==> config.mk <==
export PLATFORM = sky130hd
export DESIGN_NAME = bldq_pointers
export DESIGN_NICKNAME = d
export VERILOG_FILES = /design/src/common/bldq_pkg.sv /design/src/verilog/bldq_pointers.sv
export VERILOG_INCLUDE_DIRS = /design/src /design/src/common
export SDC_FILE = /design/constraint.sdc
export NUM_CORES = 1
export LEC_CHECK = 0
export ABC_AREA = 0
export ABC_CLOCK_PERIOD_IN_PS = 2320
export BUFFER_PORTS_ARGS = -buffer_cell sky130_fd_sc_hd__buf_4
export CORE_MARGIN = 4
export CORE_UTILIZATION = 53
export CTS_BUF_LIST = sky130_fd_sc_hd__clkbuf_2
export DETAILED_ROUTE_END_ITERATION = 10
export GPL_TIMING_DRIVEN = 0
export PLACE_DENSITY = 0.83
export SYNTH_ARGS = -nofsm -noshare
export SYNTH_HDL_FRONTEND = slang
export SYNTH_SLANG_ARGS = --single-unit
==> constraint.sdc <==
create_clock -name core_clk -period 2.32 [get_ports core_clk]
set_input_delay 0.464 -clock core_clk [delete_from_list [all_inputs] [get_ports core_clk]]
set_output_delay 0.464 -clock core_clk [all_outputs]
set_load 0.01 [all_outputs]
==> src/common/bldq_regs.svh <==
// Offsets, field positions and reset values of the bulk and done pointers.
// Assumes byte offsets from the host controller's register base.
`ifndef BLDQ_REGS_SVH
`define BLDQ_REGS_SVH

`define BLDQ_OFS_BULK_HEAD 8'h28
`define BLDQ_OFS_BULK_CURRENT 8'h2C
`define BLDQ_OFS_DONE_HEAD 8'h30
`define BLDQ_PTR_LSB 4
`define BLDQ_PTR_MSB 31
`define BLDQ_PTR_RESET 28'h0000000
`define BLDQ_RSVD_READ 4'h0

`endif

==> src/common/bldq_pkg.sv <==
// Types shared by the bulk list and done queue pointer bank.
// Assumes the register offsets come from bldq_regs.svh.
package bldq_pkg;

  // Register access from the controller's register decoder
  typedef struct packed {
    logic wr;
    logic rd;
    logic [7:0] addr;
    logic [31:0] wdata;
  } bldq_reg_req_type;

  // A pointer event with its address
  typedef struct packed {
    logic valid;
    logic [31:0] addr;
  } bldq_ptr_evt_type;

  // Bulk walk state, one-hot
  typedef enum logic [2:0] {
    BL_IDLE = 3'h1,
    BL_WALK = 3'h2,
    BL_END = 3'h4
  } bldq_walk_type;

endpackage

==> src/verilog/bldq_pointers.sv <==
// Bulk list head/current pointers and done queue head of the host controller.
// Assumes the list scheduler and memory engine of the core drive the events
// below, all synchronous to core_clk, each event a one-cycle pulse.
`timescale 1ns/10ps
`default_nettype none
`include "bldq_regs.svh"

module bldq_pointers
  import bldq_pkg::*;
(
  // Clock and reset
  input wire logic core_clk,
  input wire logic reset_n,
  // Register access
  input wire bldq_reg_req_type reg_req,
  output logic [31:0] reg_rdata,
  output logic reg_rvalid,
  // Control and status bits held elsewhere in the controller
  input wire logic bulk_list_enable,
  input wire logic list_filled_flag,
  output logic list_filled_clear,
  // Initialisation from the shared communication area
  input wire bldq_ptr_evt_type init_head,
  // Bulk list walk
  input wire logic frame_start,
  input wire bldq_ptr_evt_type endpoint_done,
  output logic serve_valid,
  output logic [31:0] serve_addr,
  // Done queue
  input wire bldq_ptr_evt_type transfer_done,
  output bldq_ptr_evt_type transfer_link,
  input wire logic wb_req,
  output bldq_ptr_evt_type wb_out
);

  // Stored pointer fields, bits 31:4 only
  logic [27:0] bulk_head_addr;
  logic [27:0] bulk_current_addr;
  logic [27:0] done_queue_addr;
  logic [27:0] next_bulk_head_addr;
  logic [27:0] next_bulk_current_addr;
  logic [27:0] next_done_queue_addr;
  logic [31:0] next_reg_rdata;
  logic next_reg_rvalid;
  logic next_list_filled_clear;
  bldq_ptr_evt_type next_transfer_link;
  bldq_ptr_evt_type next_wb_out;
  bldq_walk_type walk_state;
  bldq_walk_type next_walk_state;
  logic list_end;
  logic [27:0] endpoint_next_field;

  // Address match, used by the write and read decoders
  function automatic logic hit(input logic [7:0] a, input logic [7:0] ofs);
    hit = (a == ofs);
  endfunction

  // Pointer as seen on the bus, reserved nibble forced to zero
  function automatic logic [31:0] as_word(input logic [27:0] p);
    as_word = {p, `BLDQ_RSVD_READ};
  endfunction

  assign endpoint_next_field =
    endpoint_done.addr[`BLDQ_PTR_MSB:`BLDQ_PTR_LSB];

  // End of list: a served descriptor links to zero, or a frame opens on zero
  assign list_end = bulk_list_enable &&
    ((endpoint_done.valid && endpoint_next_field == 28'h0000000) ||
     (frame_start && bulk_current_addr == 28'h0000000));

  // Bulk head: software write, overridden by load at initialisation
  always_comb
  begin
    next_bulk_head_addr = bulk_head_addr;
    if (init_head.valid)
    begin
      next_bulk_head_addr =
        init_head.addr[`BLDQ_PTR_MSB:`BLDQ_PTR_LSB];
    end
    else if (reg_req.wr && hit(reg_req.addr, `BLDQ_OFS_BULK_HEAD))
    begin
      next_bulk_head_addr =
        reg_req.wdata[`BLDQ_PTR_MSB:`BLDQ_PTR_LSB];
    end
  end

  // Bulk current: hardware walk while enabled, software write otherwise
  always_comb
  begin
    next_bulk_current_addr = bulk_current_addr;
    next_list_filled_clear = 1'b0;
    if (list_end)
    begin
      if (list_filled_flag)
      begin
        next_bulk_current_addr = bulk_head_addr;
        next_list_filled_clear = 1'b1;
      end
      else if (endpoint_done.valid)
      begin
        next_bulk_current_addr = 28'h0000000;
      end
    end
    else if (bulk_list_enable && endpoint_done.valid)
    begin
      // Follow the link, so order is insertion order
      next_bulk_current_addr = endpoint_next_field;
    end
    else if (!bulk_list_enable && reg_req.wr &&
             hit(reg_req.addr, `BLDQ_OFS_BULK_CURRENT))
    begin
      // Writes while enabled are dropped so the walk is never torn
      next_bulk_current_addr =
        reg_req.wdata[`BLDQ_PTR_MSB:`BLDQ_PTR_LSB];
    end
  end

  // Done queue: completion links and replaces, write-back clears
  always_comb
  begin
    next_done_queue_addr = done_queue_addr;
    next_transfer_link = '0;
    next_wb_out = '0;
    if (transfer_done.valid)
    begin
      next_transfer_link.valid = 1'b1;
      next_transfer_link.addr = as_word(done_queue_addr);
      next_done_queue_addr =
        transfer_done.addr[`BLDQ_PTR_MSB:`BLDQ_PTR_LSB];
    end
    else if (reg_req.wr && hit(reg_req.addr, `BLDQ_OFS_DONE_HEAD))
    begin
      next_done_queue_addr =
        reg_req.wdata[`BLDQ_PTR_MSB:`BLDQ_PTR_LSB];
    end
    if (wb_req)
    begin
      // A completion in the same cycle is part of the written head
      next_wb_out.valid = 1'b1;
      next_wb_out.addr = as_word(next_done_queue_addr);
      next_done_queue_addr = 28'h0000000;
    end
  end

  // Read path, one cycle latency; unmapped offsets read zero
  always_comb
  begin
    next_reg_rvalid = reg_req.rd;
    next_reg_rdata = 32'h00000000;
    if (reg_req.rd && hit(reg_req.addr, `BLDQ_OFS_BULK_HEAD))
    begin
      next_reg_rdata = as_word(bulk_head_addr);
    end
    else if (reg_req.rd && hit(reg_req.addr, `BLDQ_OFS_BULK_CURRENT))
    begin
      next_reg_rdata = as_word(bulk_current_addr);
    end
    else if (reg_req.rd && hit(reg_req.addr, `BLDQ_OFS_DONE_HEAD))
    begin
      next_reg_rdata = as_word(done_queue_addr);
    end
  end

  // Walk state follows enable and the current pointer
  always_comb
  begin
    next_walk_state = walk_state;
    case (walk_state)
      BL_IDLE:
        if (bulk_list_enable)
        begin
          next_walk_state = (next_bulk_current_addr == 28'h0000000) ?
            BL_END : BL_WALK;
        end
      BL_WALK:
        if (!bulk_list_enable)
        begin
          next_walk_state = BL_IDLE;
        end
        else if (next_bulk_current_addr == 28'h0000000)
        begin
          next_walk_state = BL_END;
        end
      BL_END:
        if (!bulk_list_enable)
        begin
          next_walk_state = BL_IDLE;
        end
        else if (next_bulk_current_addr != 28'h0000000)
        begin
          next_walk_state = BL_WALK;
        end
      default:
        next_walk_state = BL_IDLE;
    endcase
  end

  // Register all state
  always_ff @(posedge core_clk or negedge reset_n)
  begin
    if (!reset_n)
    begin
      bulk_head_addr <= `BLDQ_PTR_RESET;
      bulk_current_addr <= `BLDQ_PTR_RESET;
      done_queue_addr <= `BLDQ_PTR_RESET;
      reg_rdata <= 32'h00000000;
      reg_rvalid <= 1'b0;
      list_filled_clear <= 1'b0;
      transfer_link <= '0;
      wb_out <= '0;
      walk_state <= BL_IDLE;
    end
    else
    begin
      bulk_head_addr <= next_bulk_head_addr;
      bulk_current_addr <= next_bulk_current_addr;
      done_queue_addr <= next_done_queue_addr;
      reg_rdata <= next_reg_rdata;
      reg_rvalid <= next_reg_rvalid;
      list_filled_clear <= next_list_filled_clear;
      transfer_link <= next_transfer_link;
      wb_out <= next_wb_out;
      walk_state <= next_walk_state;
    end
  end

  // The scheduler serves what the current pointer names, valid only while the walk is in BL_WALK
  assign serve_addr = as_word(bulk_current_addr);
  assign serve_valid = (walk_state == BL_WALK);

  // Helper: plain advance, no list end in the same cycle
  logic adv;
  assign adv = bulk_list_enable && endpoint_done.valid && !list_end;
endmodule
`default_nettype wire
==> flow_summary.json <==
{
  "status": "complete, but fails checks",
  "violations": "negative setup slack",
  "syn_area_mm2": 0.00847,
  "rsz0062_at_grt": "yes",
  "stdcell_count": 1475,
  "use_met2_pct": 58.5,
  "ys_ff_latch": 175,
  "cpMaxStageDelayCell": "dfrtp_1",
  "busiest_layer": "met2",
  "crit_chain": "nor4b_1 > nand4_1 > nor3_4 > o21ai_4 > buf_6 > mux2i_2 > nor4_4 > and4_1",
  "r2r-end": "walk_state[2]$_DFFE_PN0P_",
  "antenna_found_initial": 1,
  "worst_path_dominant_cell_family": "simple AND/OR/NAND/NOR gates",
  "pwr-share-seq_pct": 55.3,
  "combPwrFrac_pct": 22.2,
  "period_minus_slack_ns": 2.37,
  "first_global_vias": 8891,
  "drt_iter0_markers": 996,
  "start_util_pct": 54.9,
  "syn_to_final_growth_pct": 40.1,
  "r2r_start": "bulk_current_addr[27]$_DFF_PN0_",
  "worstMarginPinSlew_ns": 1.01,
  "synthFlopType": "dfrtp_1",
  "min_path_cells": 3,
  "cp.depth": 8,
  "routed_wirelength_um": 33600,
  "antenna_left": 0,
  "whs_ns": 0.0224,
  "final_hold_viol_count": 0,
  "grt_use_met1_pct": 44.4,
  "worstSetupPathType": "reg2reg",
  "cts.sinks": 175,
  "firstDrtPassIters": 6,
  "hold_path.class": "in2reg",
  "cts_made_buffers": 17,
  "maxCapViolCount": 0,
  "peakVddDrop_mv": 0.339,
  "routedWlPerCell_um": 22.8,
  "synth_edf_count": 0,
  "drive_gt1_share_pct": 26.9,
  "cp_num_buf_inv": 1,
  "p_clk_share_pct": 22.6,
  "cts.path.max_buffers": 2,
  "worst_ep_required_time_ns": 3.06,
  "grt-ovfl-total": 0,
  "placed_cells": 1348,
  "period_share_pct": 102,
  "swShare_pct": 32.9,
  "fp.dieH_um": 134,
  "ioPinCount": 280,
  "slew_headroom_pct": 32.1,
  "drv_slew": 0,
  "dr_total_vias": 8850,
  "p_leak_nw": 6.04,
  "nets": 1396,
  "rrSetupSlack_ns": -0.05,
  "synthArstFlopShare_pct": 100,
  "worstSetupEndpointType": "flop",
  "portBuffers": 246,
  "grt.total_usage_pct": 36.2,
  "yosys_warnings": 0,
  "synth_cell_types": 49,
  "p_per_area_mw_per_mm2": 526,
  "rows": 45,
  "fin_setup_tns_ns": -0.0618,
  "clock-root-buffer": "clkbuf_2",
  "cts_tree": "done",
  "clk_latency_ns": 0.79,
  "gp_congestion": 1.00,
  "cp-start-kind": "flop",
  "die_width_um": 134,
  "clkTransAtPathRegs_ns": 0.26,
  "min-delay-start": "bulk_list_enable",
  "worst_slack_ns": -0.0502,
  "skew_ns": 0.0441,
  "synth.avg_cell_area_um2": 9.68,
  "hpwl_um": 23300,
  "critPathMaxStageDelay_ns": 0.52,
  "fmax_ghz": 0.422,
  "p_int_mw": 4.19,
  "met3_usage_pct": 9.94,
  "grt_pass1_wl_um": 49800,
  "p_switching_mw": 2.06,
  "arrival_ns": 3.11,
  "drc": 0,
  "crit_fanout": 10,
  "ys_seq_area_share_pct": 51.7,
  "grt_max_degree": 128,
  "setup_viol": 2,
  "synth_cells": 875,
  "dieArea_mm2": 0.0181,
  "rr_worst_depth": 8,
  "htree_num_levels": 4,
  "coreArea_mm2": 0.0154,
  "vias_per_cell": 6.00,
  "min_to": "walk_state[0]$_DFFE_PN1P_"
}
[worst register-to-register path, cell delays in order (launching register included)]
cell     delay, ns
dfrtp_1       0.52
nor4b_1       0.28
nand4_1       0.24
nor3_4        0.29
o21ai_4       0.12
buf_6         0.17
mux2i_2       0.21
nor4_4        0.30
and4_1        0.22
[metrics by stage]
step	utilization [%]	worst slack, ns	total power, mW	area [um^2]
2_1_floorplan	-	0.157	3.97	8530
3_3_place_gp	69.0	-0.585	4.64	10600
3_5_place_dp	69.2	-0.669	4.66	10700
4_1_cts	76.0	0.00193	6.13	11700
5_1_grt	76.9	-0.0765	6.46	11900
6_report	76.9	-0.0502	6.25	11900
[area by class of cell]
type                            count  area (um^2)
Timing Repair Buffer              340         2800
Clock inverter                     14         92.6
Inverter                            9         33.8
Antenna cell                        2         5.00
Tap cell                          211          264
Sequential cell                   175         4390
Fill cell                        1107         3560
Buffer                             83          420
Multi-Input combinational cell    623         3770
Clock buffer                       18         90.1
[registers in the layout, summed over array words and instances, names as in the netlist]
signal             count
done_queue_addr       28
walk_state             3
reg_rvalid             1
transfer_link         29
wb_out                29
bulk_head_addr        28
reg_rdata             28
list_filled_clear      1
bulk_current_addr     28
[what timing repair did]
action	in CTS	in global routing
endpoints found under the setup margin	21	6
pin swaps	1	6
gates resized for setup	8	15
hold buffers	83	1
setup buffers	1	8
endpoints found under the hold margin	133	1
[how the worst max path moves through the flow]
stage / startpoint / endpoint
global route: bulk_current_addr[26]$_DFF_PN0_ / walk_state[2]$_DFFE_PN0P_
finish: bulk_current_addr[27]$_DFF_PN0_ / walk_state[2]$_DFFE_PN0P_
floorplan: reg_req[33] / walk_state[2]$_DFFE_PN0P_
CTS: bulk_current_addr[26]$_DFF_PN0_ / walk_state[2]$_DFFE_PN0P_
detailed placement: reg_req[33] / reg_rdata[21]$_DFF_PN0_
global placement: reg_req[33] / reg_rdata[21]$_DFF_PN0_
[placed cells by master (no fill, tap or decap), drive strengths merged, types with 2 or more instances in the layout]
| cell type | n |
|---|---|
| a21oi | 58 |
| a222oi | 7 |
| a22oi | 21 |
| a31o | 5 |
| a31oi | 20 |
| and2 | 30 |
| and3 | 2 |
| and4bb | 2 |
| buf | 295 |
| clkbuf | 62 |
| clkinv | 10 |
| conb | 16 |
| dfrtp | 174 |
| diode | 2 |
| dlygate4sd3 | 84 |
| inv | 12 |
| mux2i | 65 |
| nand2 | 110 |
| nand3 | 3 |
| nand4 | 24 |
| nand4bb | 2 |
| nor2 | 85 |
| nor2b | 30 |
| nor3 | 5 |
| nor3b | 29 |
| nor4 | 22 |
| nor4b | 2 |
| o21a | 2 |
| o21ai | 52 |
| o2bb2ai | 3 |
| o31ai | 19 |
[kinds of logic (layout without fill, tap and decap cells)]
logic type      count (synthesis)  count (layout)  share of synthesized area (%)
xor+xnor                        1               1                          0.103
buf+inv                        92             464                           5.35
simple gates                  350             350                           21.3
other cells                     1              18                         0.0443
mux                            65              65                           7.68
flops                         175             175                           51.7
compound gates                191             191                           13.8
[layer usage]
metal	share of wire [%]	wire, um	vias up
met4	6.2	2090	0
li1	-	-	3812
met3	10	3460	170
met1	36	12200	4227
met5	0	0	-
met2	47	15900	641
[cell usage after synthesis (2+ instances only)]
master,n,area share (%)
nor4_2,2,0.30
o31ai_1,19,1.7
mux2i_1,65,7.7
o21ai_0,2,0.12
and2_1,30,2.2
o2bb2ai_1,3,0.31
nand3_1,3,0.18
inv_1,9,0.40
buf_6,3,0.40
nor2b_1,30,2.2
buf_4,16,1.4
nor4b_1,2,0.21
a31oi_1,20,1.5
buf_2,11,0.65
nor4_1,20,1.5
nor3_1,3,0.18
nand2_1,110,4.9
a21oi_1,58,3.4
and3_1,2,0.15
clkbuf_1,45,2.0
a31o_1,5,0.52
nor2_1,85,3.8
dfrtp_1,174,51
nand4_1,24,1.8
a222oi_1,7,0.83
o21a_1,2,0.18
a22oi_1,21,1.9
buf_1,7,0.31
o21ai_1,49,2.9
nor3b_1,29,2.6
[power groups by stage]
stage | logic [mW] | clock network (mW) | registers, mW
2_1_floorplan | 0.501 | 0 | 3.47
3_3_place_gp | 1.15 | 0 | 3.48
5_1_grt | 1.47 | 1.52 | 3.47
3_5_place_dp | 1.18 | 0 | 3.49
6_report | 1.38 | 1.41 | 3.45
4_1_cts | 1.31 | 1.38 | 3.44
Power figures use the tool's default switching activity.
